[src/include/rrx_cfg.svh]
// constants for the return and rotate execution block
`ifndef RRX_CFG_SVH
`define RRX_CFG_SVH
`define RRX_LITRET_MASK  14'h3C00
`define RRX_LITRET_MATCH 14'h3400
`define RRX_RETURN_WORD  14'h0008
`define RRX_ROT_MASK     14'h3F00
`define RRX_ROT_MATCH    14'h0C00
`define RRX_DEST_BIT     7
`define RRX_LIT_MSB      7
`define RRX_ADDR_MSB     6
`define RRX_FLUSH_CYC    2'h1
`endif

[src/include/rrx_pkg.sv]
// types for the return and rotate execution block
package rrx_pkg;
  typedef enum logic [1:0] {
    RRX_OP_NONE   = 2'b00,
    RRX_OP_LITRET = 2'b01,
    RRX_OP_RETURN = 2'b10,
    RRX_OP_ROTATE = 2'b11
  } rrx_op_t;
  typedef enum logic [0:0] {
    RRX_ST_EXEC  = 1'b0,
    RRX_ST_FLUSH = 1'b1
  } rrx_state_t;
endpackage

[src/rtl/rrx_decode.sv]
// opcode classifier for literal return, return and rotate right
`timescale 1ns/1ps
`default_nettype none
`include "rrx_cfg.svh"
module rrx_decode (
  input  wire logic [13:0]       insn,
  output var rrx_pkg::rrx_op_t   op
);
  always_comb begin
    if ((insn & `RRX_LITRET_MASK) == `RRX_LITRET_MATCH) begin
      op = rrx_pkg::RRX_OP_LITRET;
    end else if (insn == `RRX_RETURN_WORD) begin
      op = rrx_pkg::RRX_OP_RETURN;
    end else if ((insn & `RRX_ROT_MASK) == `RRX_ROT_MATCH) begin
      op = rrx_pkg::RRX_OP_ROTATE;
    end else begin
      op = rrx_pkg::RRX_OP_NONE;
    end
  end
endmodule
`default_nettype wire

[src/rtl/rrx_exec.sv]
// execution of literal return, subroutine return and rotate right
// ------------------------------------------------------------------
// Functional notes
// - a literal return places its eight-bit literal in the accumulator.
// - a literal return reloads the program counter from the stack top.
// - a literal return is one word, two cycles, and leaves flags alone.
// - a plain return pops the stack into the program counter, flags kept.
// - a plain return takes two cycles before the return target runs.
// - rotate right moves carry into bit 7 and bit 0 into carry, one cycle.
// - with destination bit zero the result goes to the accumulator only.
// - with destination bit one the result goes back to the file register.
`timescale 1ns/1ps
`default_nettype none
`include "rrx_cfg.svh"
module rrx_exec #(
  parameter int PC_W = 13
) (
  input  wire logic            mclk,
  input  wire logic            sys_rst,
  input  wire logic            insn_valid,
  input  wire logic [13:0]     insn,
  input  wire logic [PC_W-1:0] stack_top_entry,
  input  wire logic [7:0]      file_rdata,
  input  wire logic            carry_in,
  output logic                 acc_we,
  output logic [7:0]           acc_wdata,
  output logic                 file_we,
  output logic [6:0]           file_waddr,
  output logic [7:0]           file_wdata,
  output logic                 carry_we,
  output logic                 carry_out,
  output logic                 pc_load,
  output logic [PC_W-1:0]      pc_value,
  output logic                 stack_pop,
  output logic                 fetch_flush,
  output logic                 busy
);

  // ------------------------------------------------------------------
  // decode
  // ------------------------------------------------------------------
  rrx_pkg::rrx_op_t op;
  rrx_decode u_dec (
    .insn (insn),
    .op   (op)
  );

  wire logic [6:0] file_addr = insn[`RRX_ADDR_MSB:0];
  wire logic       dest_file = insn[`RRX_DEST_BIT];
  wire logic [7:0] rot_res   = {carry_in, file_rdata[7:1]};

  // ------------------------------------------------------------------
  // sequencing
  // ------------------------------------------------------------------
  rrx_pkg::rrx_state_t state, next_state;
  logic next_acc_we, next_file_we, next_carry_we, next_carry_out;
  logic next_pc_load, next_stack_pop, next_fetch_flush, next_busy;
  logic [7:0]      next_acc_wdata, next_file_wdata;
  logic [6:0]      next_file_waddr;
  logic [PC_W-1:0] next_pc_value;

  // returns spend their second cycle here while the stale fetch is discarded
  always_comb begin
    next_state       = state;
    next_acc_we      = 1'b0;
    next_acc_wdata   = acc_wdata;
    next_file_we     = 1'b0;
    next_file_waddr  = file_waddr;
    next_file_wdata  = file_wdata;
    next_carry_we    = 1'b0;
    next_carry_out   = carry_out;
    next_pc_load     = 1'b0;
    next_pc_value    = pc_value;
    next_stack_pop   = 1'b0;
    next_fetch_flush = 1'b0;
    next_busy        = 1'b0;
    unique case (state)
      rrx_pkg::RRX_ST_EXEC: begin
        if (insn_valid) begin
          unique case (op)
            rrx_pkg::RRX_OP_LITRET: begin
              next_acc_we      = 1'b1;
              next_acc_wdata   = insn[`RRX_LIT_MSB:0];
              next_pc_load     = 1'b1;
              next_pc_value    = stack_top_entry;
              next_stack_pop   = 1'b1;
              next_fetch_flush = 1'b1;
              next_busy        = 1'b1;
              next_state       = rrx_pkg::RRX_ST_FLUSH;
            end
            rrx_pkg::RRX_OP_RETURN: begin
              next_pc_load     = 1'b1;
              next_pc_value    = stack_top_entry;
              next_stack_pop   = 1'b1;
              next_fetch_flush = 1'b1;
              next_busy        = 1'b1;
              next_state       = rrx_pkg::RRX_ST_FLUSH;
            end
            rrx_pkg::RRX_OP_ROTATE: begin
              next_carry_we  = 1'b1;
              next_carry_out = file_rdata[0];
              if (dest_file) begin
                next_file_we    = 1'b1;
                next_file_waddr = file_addr;
                next_file_wdata = rot_res;
              end else begin
                next_acc_we    = 1'b1;
                next_acc_wdata = rot_res;
              end
            end
            rrx_pkg::RRX_OP_NONE: begin
            end
          endcase
        end
      end
      rrx_pkg::RRX_ST_FLUSH: begin
        next_state = rrx_pkg::RRX_ST_EXEC;
      end
    endcase
  end

  always_ff @(posedge mclk or posedge sys_rst) begin
    if (sys_rst) begin
      state       <= rrx_pkg::RRX_ST_EXEC;
      acc_we      <= 1'b0;
      acc_wdata   <= 8'h00;
      file_we     <= 1'b0;
      file_waddr  <= 7'h00;
      file_wdata  <= 8'h00;
      carry_we    <= 1'b0;
      carry_out   <= 1'b0;
      pc_load     <= 1'b0;
      pc_value    <= '0;
      stack_pop   <= 1'b0;
      fetch_flush <= 1'b0;
      busy        <= 1'b0;
    end else begin
      state       <= next_state;
      acc_we      <= next_acc_we;
      acc_wdata   <= next_acc_wdata;
      file_we     <= next_file_we;
      file_waddr  <= next_file_waddr;
      file_wdata  <= next_file_wdata;
      carry_we    <= next_carry_we;
      carry_out   <= next_carry_out;
      pc_load     <= next_pc_load;
      pc_value    <= next_pc_value;
      stack_pop   <= next_stack_pop;
      fetch_flush <= next_fetch_flush;
      busy        <= next_busy;
    end
  end

  // ------------------------------------------------------------------
  // checks
  // ------------------------------------------------------------------
  // a request counts only when the block is free to take it
  wire logic go = insn_valid && state == rrx_pkg::RRX_ST_EXEC;
  wire logic any_strobe = acc_we || file_we || carry_we || pc_load ||
                          stack_pop || fetch_flush || busy;
endmodule
`default_nettype wire

[config.mk]
export PLATFORM = sky130hd
export DESIGN_NAME = rrx_exec
export DESIGN_NICKNAME = d
export VERILOG_FILES = /design/src/include/rrx_pkg.sv /design/src/rtl/rrx_decode.sv /design/src/rtl/rrx_exec.sv
export VERILOG_INCLUDE_DIRS = /design/src /design/src/include
export SDC_FILE = /design/constraint.sdc
export NUM_CORES = 1
export LEC_CHECK = 0
export CAP_MARGIN = 25
export CORE_MARGIN = 2
export CORE_UTILIZATION = 55
export CTS_BUF_LIST = sky130_fd_sc_hd__clkbuf_16
export DETAILED_ROUTE_END_ITERATION = 8
export DONT_BUFFER_PORTS = 1
export PLACE_DENSITY = 0.82
export SLEW_MARGIN = 10
export SYNTH_ARGS = -nofsm -noshare
export SYNTH_HDL_FRONTEND = slang
export SYNTH_SLANG_ARGS = --single-unit
[constraint.sdc]
create_clock -name mclk -period 1.56 [get_ports mclk]
set_clock_uncertainty 0.15 [all_clocks]
set_input_delay 0.39 -clock mclk [delete_from_list [all_inputs] [get_ports mclk]]
set_output_delay 0.39 -clock mclk [all_outputs]
set_load 0.1 [all_outputs]
### Yosys cells after proc, flatten, opt, wreduce, memory -nomap -nowiden

Cells that the tools add are included.

| operators by class | value |
|---|---|
| equal/unequal tests | 7 |
| multiplexer cells | 20 |
| bitwise logic cells | 1 |
| reductions and logical operators | 6 |

Operators with widths:

| operator | count |
|---|---|
| 8-bit one-hot mux with 2 select lines | 1 |
| 14-bit by 4-bit equality test with 1-bit output, second input constant | 1 |
| 1-bit 2-to-1 mux | 13 |
| 8-bit 2-to-1 mux | 1 |
| 4-bit AND reduction | 2 |
| 6-bit by 4-bit equality test with 1-bit output, second input constant | 1 |
| 2-bit 2-to-1 mux | 3 |
| 3-bit AND reduction | 2 |
| 2-bit equality test, second input constant | 2 |
| 4-bit equality test, second input constant | 1 |
| 1-bit one-hot mux with 2 select lines | 2 |
| 2-bit by 1-bit equality test with 1-bit output, second input constant | 1 |
| 2-bit inequality test, second input constant | 1 |
| 2-bit nonzero test | 1 |
| 2-bit OR reduction | 1 |
| 1-bit inverter | 1 |

| word-level totals | value |
|---|---|
| bits in registers | 42 |
| input port bits | 39 |
| output and inout bits | 44 |
| word-level logic and storage cells | 44 |

### Logic depth before layout (Yosys ltp)

Gate-level depths: netlist (run 1).

| depth | value |
|---|---|
| word-level depth | 9 |
| mapped depth | 8 |

### Hierarchy

Synthesis (run 1) repeated with hierarchy kept, for this count alone.

| unflattened totals | value |
|---|---|
| cell total of the unflattened synthesis | 117 |
| area total of the unflattened synthesis | 1,769.2 µm² |

By module, submodules not included:

| module | instances | cells an instance | area each (µm²) | sequential area each (µm²) |
|---|---|---|---|---|
| rrx_exec | 1 | 107 | 1,695.4 | 1,026.0 |
| rrx_decode | 1 | 10 | 73.8 | 0.0 |

### Worst setup path after synthesis (run 1)

OpenSTA, ideal clock, no wires.

| timing | value |
|---|---|
| path type | input to register |
| start point | input port insn[13] |
| end point | register acc_wdata[3] |
| library setup time | 125 ps |
| arrival time | 2,390 ps |
| data required time | 1,285 ps |
| setup slack | -1,105 ps |
| stages | 7 |
| path through | or4_4 o21ai_4 and2_2 ha_1 buf_1 mux2_2 mux2_4 |

| on the way | value |
|---|---|
| longest elaborated chain between the ends | 7 |
| elaborated cells between the ends (all ways) | 12 |
| classes of those cells | 6 x eq/ne; 4 x mux; 2 x reduce/logical |

Ends and longest elaborated chain:

| item | RTL line | source |
|---|---|---|
| start, declared | rrx_exec.sv:21 | `input wire logic [13:0] insn,` |
| 6-bit by 4-bit equality test with 1-bit output (no line) | - |  |
| 2-bit 2-to-1 mux | rrx_decode.sv:14 | `` end else if ((insn & `RRX_ROT_MASK) == `RRX_ROT_MATCH) begin `` |
| 2-bit 2-to-1 mux | rrx_decode.sv:12 | `` end else if (insn == `RRX_RETURN_WORD) begin `` |
| 2-bit 2-to-1 mux * | rrx_decode.sv:10 | `` if ((insn & `RRX_LITRET_MASK) == `RRX_LITRET_MATCH) begin `` |
| 2-bit equality test or 2-bit by 1-bit equality test with 1-bit output (tied branches) | rrx_exec.sv:80 | `unique case (op)` |
| 2-bit inequality test (no line) or 2-bit nonzero test (tied branches) | - |  |
| 4-bit AND reduction (no line) | - |  |
| end signal, assigned | rrx_exec.sv:140 | `acc_wdata <= next_acc_wdata;` |
| end, declared | rrx_exec.sv:26 | `output logic [7:0] acc_wdata,` |

Every way passes the cells marked *; elsewhere a longest branch is shown, timed or not.
A chain may end at the register's enable or synchronous reset.

### Final worst setup path (run 1)

| timing | value |
|---|---|
| start point | input port insn[13] |
| end point | register acc_wdata[5] |

Same word-level chain as after synthesis.

==> reports/results.ini, run 1 <==
[outcome]
outcome=complete, but fails checks
violations=negative setup slack

[synthesis]
netlist.area_leader.share_pct=58.82
synth.top_cells.by_area=dfrtp_1, mux2_2, mux2_4
syn_area_per_cell_um2=14.53
yosys.area_share.simple_pct=6.600
synth_compound_area_share_pct=3.300
ys_ff_latch=41
postSynthNetCount=160
synth.distinct_cells=24
synth-adder-area-share_pct=0.7174
synth-xor-area-share_pct=0
seq_area_frac_synth_pct=58.82
synth.area.mux_share_pct=27.55
syn_area_um2=1744
synth_top_family_by_area=multiplexers
yosys.area.top_type=dfrtp_1
yosys_warnings=0
synthCells=120

[global_route]
gr-usage-all-layers_pct=29.60
overflow=0
grt_pass1_vias=1396
grt_pass1_wl_mm=7.424
grt_max_degree=42
antenna_found_initial=0

[timing]
hold_viol=0
finalMaxSlewViolations=0
max-slew-margin-rel_pct=76.41
min_period_ns=2.124
fmax_mhz=470.7
tns_ns=-18.48
worst_pin_slew_ns=0.3506
period_share_pct=136.2
setup_violations=45
rsz0062_at_grt=yes
fin_ws_ns=-0.5644

[drt]
dr.pass1.iters=5
wl_mm=4.997
wl_per_cell_um=22.11
dr_total_vias=1272
drcViolationCount=0
ant_nets=0
first_iter_violations=67
via_per_inst=5.628

[worst_setup_path]
cp-end-kind=register
criticalPathCategory=input pin to register
critPathLaunchType=input pin
required_ns=1.57
arrival_ns=2.13
critPathMaxFanout=5

[clock_tree]
clockBufferDepth=2
numCtsBuffers=5
cts_sinks=41
clk_latency_ns=0.28
clockRootBuffer=clkbuf_16
cts_tree=built
cts_htree_levels=2
clk_pin_slew_ns=0.05

[cells_and_area]
diodes=0
mostFrequentLayoutCells=buf_4, dfrtp_1, mux2_4
drive_gt1_share_pct=67.58
nNetsFinal=221
area_delta_synth_final_pct=55.88
fill_cells=118
final_common_cell=buf_4
fin_cells=226

[floorplanning]
fp.coreArea_um2=3028
die_w_um=60.32
rows=20
initial_utilization_pct=57.60
die_h_um=60.32
ios=83
die-area_um2=3638

[place]
dp_slack_ns=-0.8655
dp_hpwl_mm=3.019
io_buffers=0
dpl.cell_count=208
gp_congestion=0.7830

[run]
maxCapViolCount=0

[hold_path]
hp-class=input pin to register

[power]
ir_worst_vdd_uv=1240
power_density_nw_per_um2=1570
p_leak_nw=1.382

timing repair:
item / 4_1_cts / 5_1_grt
hold buffers: 1 / 0
setup buffers: 5 / 2
endpoints found under the hold margin: 41 / 0
endpoints found under the setup margin: 45 / 45
pin swaps: 7 / 4
cloned: 1 / 1
resized for setup: 19 / 12
stage by stage:
step | hold slack (ns) | power, mW | util [%] | cell area [um^2]
2_1_floorplan | 0.3885 | 2.729 | - | 1874
3_3_place_gp | 0.1978 | 3.081 | 77.77 | 2355
3_5_place_dp | 0.2060 | 3.116 | 77.77 | 2355
4_1_cts | 0.1063 | 4.270 | 87.98 | 2664
5_1_grt | 0.09740 | 4.379 | 89.79 | 2719
6_report | 0.1064 | 4.269 | 89.79 | 2719
path summary, 6_finish.rpt:
| path | startpoint | end | slack (ns) | cells after the start |
|---|---|---|---|---|
| worst max-delay path | insn[13] | acc_wdata[5]$_DFFE_PP0P_ | -0.56 | 7 |
| worst min-delay path | stack_top_entry[5] | pc_value[5]$_DFFE_PP0P_ | 0.11 | 1 |
| worst max register to register | busy$_DFF_PP0_ | acc_wdata[5]$_DFFE_PP0P_ | -0.33 | 5 |
| worst min register to register | file_waddr[2]$_DFFE_PP0P_ | file_waddr[2]$_DFFE_PP0P_ | 0.38 | 1 |
| max in group asynchronous | sys_rst | busy$_DFF_PP0_ | 0.59 | 3 |
| min in group asynchronous | sys_rst | file_waddr[5]$_DFFE_PP0P_ | 0.47 | 3 |
cell families (layout without fill, tap and decap cells):
logic type / after synthesis / count (layout)
compound gates: 8 / 8
fa+ha+maj: 1 / 1
buf+inv: 11 / 72
flops: 41 / 41
mux: 42 / 42
simple gates: 17 / 18
routing by layer:
layer,part of all wire (%),GRT usage (%),vias up
met1,34,30.23,636
met5,0,0,-
met2,55,55.75,79
met4,2.9,11.11,0
met3,7.9,9.307,14
li1,-,-,543
synthesized netlist by cell type, drive strengths merged:
| cell | instances |
|---|---|
| dfrtp | 41 |
| a32oi | 1 |
| nor4 | 1 |
| a21oi | 1 |
| and2 | 4 |
| or4 | 1 |
| a31oi | 2 |
| nor2 | 2 |
| nor4b | 1 |
| mux2 | 42 |
| buf | 5 |
| inv | 5 |
| o21ai | 4 |
| clkbuf | 1 |
| ha | 1 |
| nand2 | 3 |
| nand3 | 2 |
| nand3b | 2 |
| nor2b | 1 |
sequential cells by signal (all words and copies together), names as in the netlist:
name,count
acc_wdata,8
pc_value,13
file_waddr,7
acc_we,1
file_wdata,8
carry_out,1
carry_we,1
busy,1
file_we,1
area by class of cell:
| type | count | area, um^2 | area share (%) |
|---|---|---|---|
| inverters | 5 | 18.77 | 0.6903 |
| repair buffers | 59 | 604.3 | 22.23 |
| flip-flops and latches | 41 | 1030 | 37.87 |
| multi-input cells | 69 | 848.3 | 31.20 |
| clock buffers | 5 | 125.1 | 4.602 |
| clock inverters | 3 | 37.54 | 1.381 |
| well taps | 44 | 55.05 | 2.025 |
critical path: stages:
cell and delay, ns:
or4_4 0.56, o21ai_4 0.17, and2_4 0.17, ha_4 0.14, buf_6 0.13, mux2_4 0.30
mux2_4 0.27
report_power, final:
part	internal (mW)	total (mW)	switching, mW
registers	1.22	1.29	0.0684
logic	0.471	1.87	1.40
clock network	0.742	1.11	0.373
Power figures use the tool's default switching activity.
==> run 2, diff against run 1 <==
--- a/config.mk
+++ b/config.mk
@@ -12,7 +12,9 @@
 export CTS_BUF_LIST = sky130_fd_sc_hd__clkbuf_16
 export DETAILED_ROUTE_END_ITERATION = 8
 export DONT_BUFFER_PORTS = 1
-export PLACE_DENSITY = 0.82
+export MAX_ROUTING_LAYER = met4
+export PLACE_DENSITY = 0.73
+export RECOVER_POWER = 100
 export SLEW_MARGIN = 10
 export SYNTH_ARGS = -nofsm -noshare
 export SYNTH_HDL_FRONTEND = slang
==> reports/results.ini, run 2 (synthesis gave the netlist of run 1 again) <==
[clock_tree]
cts_sinks=41
clockRootBuffer=clkbuf_16
clk_pin_slew_ns=0.06
numCtsBuffers=5
cts_tree=built
clockBufferDepth=2
cts_htree_levels=2
clk_latency_ns=0.28

[worst_setup_path]
critPathLaunchType=input pin
critPathMaxFanout=4
cp-end-kind=register
required_ns=1.57
arrival_ns=2.16
cp_slowest_cell=or4_4
r2r-start=busy$_DFF_PP0_
cp_common_cell=mux2_4
slowest_delay_ns=0.56
criticalPathCategory=input pin to register
crit_chain=or4_4 -> o21ai_4 -> and2_4 -> ha_4 -> buf_12 -> mux2_4 -> mux2_4
cp-startpoint=insn[8]

[power]
ir_worst_vdd_uv=1145
total_power_mw=4.087
p_leak_nw=1.317
power_density_nw_per_um2=1589

[drt]
routed-wl-met2_mm=2.794
wl_mm=5.218
first_iter_violations=57
ant_nets=0
via_per_inst=5.701
drcViolationCount=0
dr_wl_met3_um=428
dr.pass1.iters=4
dr_total_vias=1277
met1_length_mm=1.788
top_layer_used=met4
wl_per_cell_um=23.29

[place]
dp_slack_ns=-0.8918
place_area_um2=2380
dpl.cell_count=208
gp_congestion=0.8018
dp_hpwl_mm=3.064
io_buffers=0

[global_route]
grt_max_degree=26
overflow=0
grt_pass1_vias=1413
antenna_found_initial=0
grt_pass1_wl_mm=7.507
gr-usage-all-layers_pct=31.01

[run]
maxCapViolCount=0

[cells_and_area]
fin_cells=224
reg_top3=pc_value: 13 flops, acc_wdata: 8 flops, file_wdata: 8 flops
nNetsFinal=219
area_delta_synth_final_pct=47.49
largest_reg_flops=13
mostFrequentLayoutCells=dfrtp_1, clkbuf_4, mux2_4
postLayoutCoreUtil_pct=84.96
final_common_cell=dfrtp_1
diodes=0
final_area_um2=2572
top_register=pc_value
drive_gt1_share_pct=66.11
fill_cells=139

[timing]
worst_pin_slew_ns=0.5758
timing.hold.ws_ns=0.1062
setup_violations=44
min_period_ns=2.154
max-slew-margin-rel_pct=61.38
rsz0062_at_grt=yes
finalMaxSlewViolations=0
period_share_pct=138.1
fin_ws_ns=-0.5939
hold_viol=0
fmax_mhz=464.3
tns_ns=-19.87

[floorplanning]
die_h_um=60.32
rows=20
die_w_um=60.32
die-area_um2=3638
fp.coreArea_um2=3028
initial_utilization_pct=57.60
ios=83

[hold_path]
hp-class=input pin to register
min-delay-start=stack_top_entry[7]

[outcome]
outcome=complete, but fails checks
violations=negative setup slack

-- run 2: changes by cell type in the layout (fill, tap and decap cells not counted), sizes merged --
cell | previous run | this run
buf | 58 | 23
bufinv | 1 | 0
clkbuf | 5 | 38
clkinvlp | 0 | 2
inv | 6 | 5
-- run 2: power breakdown --
| group | switching [mW] | internal [mW] |
|---|---|---|
| combinational | 1.41 | 0.412 |
| clock | 0.399 | 0.586 |
| sequential | 0.0664 | 1.22 |
| total | 1.87 | 2.21 |
-- run 2: layout make-up --
class	instances	area [um^2]	area share (%)
sequential	41	1030	40.03
timing repair buffer	57	494.2	19.21
multi-input combinational	69	830.8	32.30
tap	44	55.05	2.140
inverter	5	18.77	0.7296
clock buffer	5	125.1	4.864
clock inverter	3	18.77	0.7296
-- run 2: final timing paths --
kind                       cells after the start                   endpoint  slack [ns]
setup reg to reg                               5   acc_wdata[3]$_DFFE_PP0P_       -0.31
hold reg to reg                                1  file_waddr[2]$_DFFE_PP0P_        0.37
hold / removal                                 1    pc_value[7]$_DFFE_PP0P_        0.11
setup / recovery                               7   acc_wdata[3]$_DFFE_PP0P_       -0.59
max in group asynchronous                      3  file_wdata[7]$_DFFE_PP0P_        0.14
min in group asynchronous                      2    pc_value[1]$_DFFE_PP0P_        0.40
-- run 2: metal layers --
layer  vias up  global-route usage [%]
met1       634                   31.81
met2        81                   53.57
met4         0                   14.60
met5         -                       -
met3        21                   9.524
li1        541                       -
-- run 2: critical path: cells and delay by family --
kind	cells	cell delay (ns)
simple gates	2	0.74
mux	2	0.57
fa+ha+maj	1	0.18
compound gates	1	0.16
buf+inv	1	0.13
-- run 2: what timing repair did --
action	in CTS	in global routing
endpoints found under the hold margin	16	0
resized for setup	20	3
gates cloned	1	0
hold buffers	1	0
pin swaps	8	3
endpoints found under the setup margin	44	44
buffers inserted	6	2
==> run 3, diff against run 2 <==
--- a/config.mk
+++ b/config.mk
@@ -7,6 +7,7 @@
 export NUM_CORES = 1
 export LEC_CHECK = 0
 export CAP_MARGIN = 25
+export CORE_ASPECT_RATIO = 1.1
 export CORE_MARGIN = 2
 export CORE_UTILIZATION = 55
 export CTS_BUF_LIST = sky130_fd_sc_hd__clkbuf_16
==> reports/results.ini, run 3 (synthesis gave the netlist of run 1 again) <==
[timing]
min_period_ns=2.133
finalMaxSlewViolations=0
fmax_mhz=468.7
setup_violations=45
fin_ws_ns=-0.5734
hold_viol=0
rsz0062_at_grt=yes
max-slew-margin-rel_pct=33.13
worst_pin_slew_ns=1.003
period_share_pct=136.8

[worst_setup_path]
cp-end-kind=register
ff2ff_path_depth=5
endpoint=acc_wdata[3]$_DFFE_PP0P_
cp_common_cell=mux2_4
rrSetupSlack_ns=-0.32
slowest_delay_ns=0.56
cp-startpoint=insn[8]
arrival_ns=2.14
worstReg2RegEnd=acc_wdata[3]$_DFFE_PP0P_
r2r-start=busy$_DFF_PP0_
critPathMaxFanout=5
cp_slowest_cell=or4_4
required_ns=1.57
criticalPathCategory=input pin to register
crit_chain=or4_4 -> o21ai_4 -> and2_4 -> ha_4 -> buf_12 -> mux2_4 -> mux2_4
critPathLaunchType=input pin

[cells_and_area]
reg_top3=pc_value: 13 flops, acc_wdata: 8 flops, file_wdata: 8 flops
top_register=pc_value
diodes=0
drive_gt1_share_pct=67.38
largest_reg_flops=13
mostFrequentLayoutCells=dfrtp_1, clkbuf_4, mux2_4
nNetsFinal=226
area_delta_synth_final_pct=52.80
final_common_cell=dfrtp_1

[floorplanning]
initial_utilization_pct=57.22
fp.coreArea_um2=3048
rows=21
die-area_um2=3638
ios=83
die_w_um=57.69
die_h_um=63.06

[clock_tree]
cts_htree_levels=2
cts_sinks=41
clockBufferDepth=2
numCtsBuffers=5
clockRootBuffer=clkbuf_16
clk_latency_ns=0.28
clk_pin_slew_ns=0.06
cts_tree=built

[outcome]
outcome=complete, but fails checks
violations=negative setup slack

[drt]
dr_wl_met3_um=395
via_per_inst=5.896
drcViolationCount=0
first_iter_violations=35
ant_nets=0
top_layer_used=met4
dr_total_vias=1303
wl_per_cell_um=24.49
routed-wl-met2_mm=2.947
wl_mm=5.413
met1_length_mm=1.876
dr.pass1.iters=4

[power]
ir_worst_vdd_uv=1454
seqPwrFrac_pct=30.3
p_sw_mw=1.876
switching_share_pct=44.02
p_leak_nw=1.375
p_clk_share_pct=26.5
total_power_mw=4.262
intPower_mw=2.386
power_density_nw_per_um2=1599
power_frac_comb_pct=43.2

[global_route]
overflow=0
grt_max_degree=42
grt_pass1_vias=1396
antenna_found_initial=0
grt_pass1_wl_mm=7.472
gr-usage-all-layers_pct=29.38

[place]
dp_slack_ns=-0.8577
io_buffers=0
gp_congestion=0.8671
dp_hpwl_mm=3.125

[hold_path]
hp-class=input pin to register

[run]
maxCapViolCount=0

-- run 3: changes by cell type in the layout (fill, tap and decap cells not counted), moves of 2 or more --
| cell | previous run | this run |
|---|---|---|
| buf_4 | 16 | 21 |
| buf_6 | 3 | 7 |
| clkbuf_4 | 33 | 31 |
| clkinvlp_4 | 2 | 0 |
| mux2_2 | 16 | 14 |
| mux2_4 | 26 | 28 |
-- run 3: stage by stage --
stage	cell area (um^2)	hold slack [ns]	setup TNS [ns]	std cells	util [%]
final	2665	0.1036	-19.21	221	87.44
after detailed placement	2370	0.3005	-31.00	200	77.75
after CTS	2666	0.01333	-16.45	215	87.48
after global routing	2665	0.09776	-20.45	221	87.44
after global placement	2370	0.2723	-28.62	200	77.75
after floorplan	1874	0.3885	-29.47	120	-
-- run 3: final cells by class --
| class | instances | area, um^2 |
|---|---|---|
| Clock buffer | 5 | 125.1 |
| Tap cell | 34 | 42.54 |
| Timing Repair Buffer | 64 | 561.8 |
| Fill cell | 123 | 382.9 |
| Clock inverter | 3 | 37.54 |
| Sequential cell | 41 | 1030 |
| Multi-Input combinational cell | 69 | 849.6 |
| Inverter | 5 | 18.77 |
-- run 3: how the worst min path moves through the flow --
stage,startpoint,end,slack [ns],depth (start not counted)
6_report,stack_top_entry[11],pc_value[11]$_DFFE_PP0P_,0.10,1
5_1_grt,file_rdata[0],carry_out$_DFFE_PP0P_,0.1,1
4_1_cts,sys_rst,acc_wdata[5]$_DFFE_PP0P_,0.01,2
3_5_place_dp,sys_rst,pc_value[1]$_DFFE_PP0P_,0.30,2
3_3_place_gp,sys_rst,pc_value[7]$_DFFE_PP0P_,0.27,2
2_1_floorplan,stack_top_entry[0],pc_value[0]$_DFFE_PP0P_,0.39,1
-- run 3: layer usage --
| layer | GRT usage (%) | vias up |
|---|---|---|
| met1 | 33.66 | 660 |
| li1 | - | 555 |
| met3 | 7.187 | 19 |
| met2 | 48.30 | 69 |
| met4 | 13.08 | 0 |
| met5 | - | - |
-- run 3: timing repair --
| item | CTS | global route |
|---|---|---|
| gates resized for setup | 16 | 11 |
| pin swaps | 6 | 6 |
| hold buffers | 0 | 0 |
| buffers inserted | 6 | 7 |
| gates cloned | 1 | 0 |
| setup endpoints to repair | 45 | 45 |
-- run 3: critical path: cells and delay by family --
family,cells,cell delay (ns)
simple gates,2,0.72
buf+inv,1,0.12
compound gates,1,0.18
mux,2,0.58
fa+ha+maj,1,0.15
-- run 3: power by group through the flow --
stage | sequential [mW] | clock [mW] | combinational [mW]
5_1_grt | 1.30 | 1.18 | 1.88
3_3_place_gp | 1.30 | 0 | 1.81
2_1_floorplan | 2.45 | 0 | 0.280
6_report | 1.29 | 1.13 | 1.84
3_5_place_dp | 1.30 | 0 | 1.84
4_1_cts | 1.29 | 1.12 | 1.87
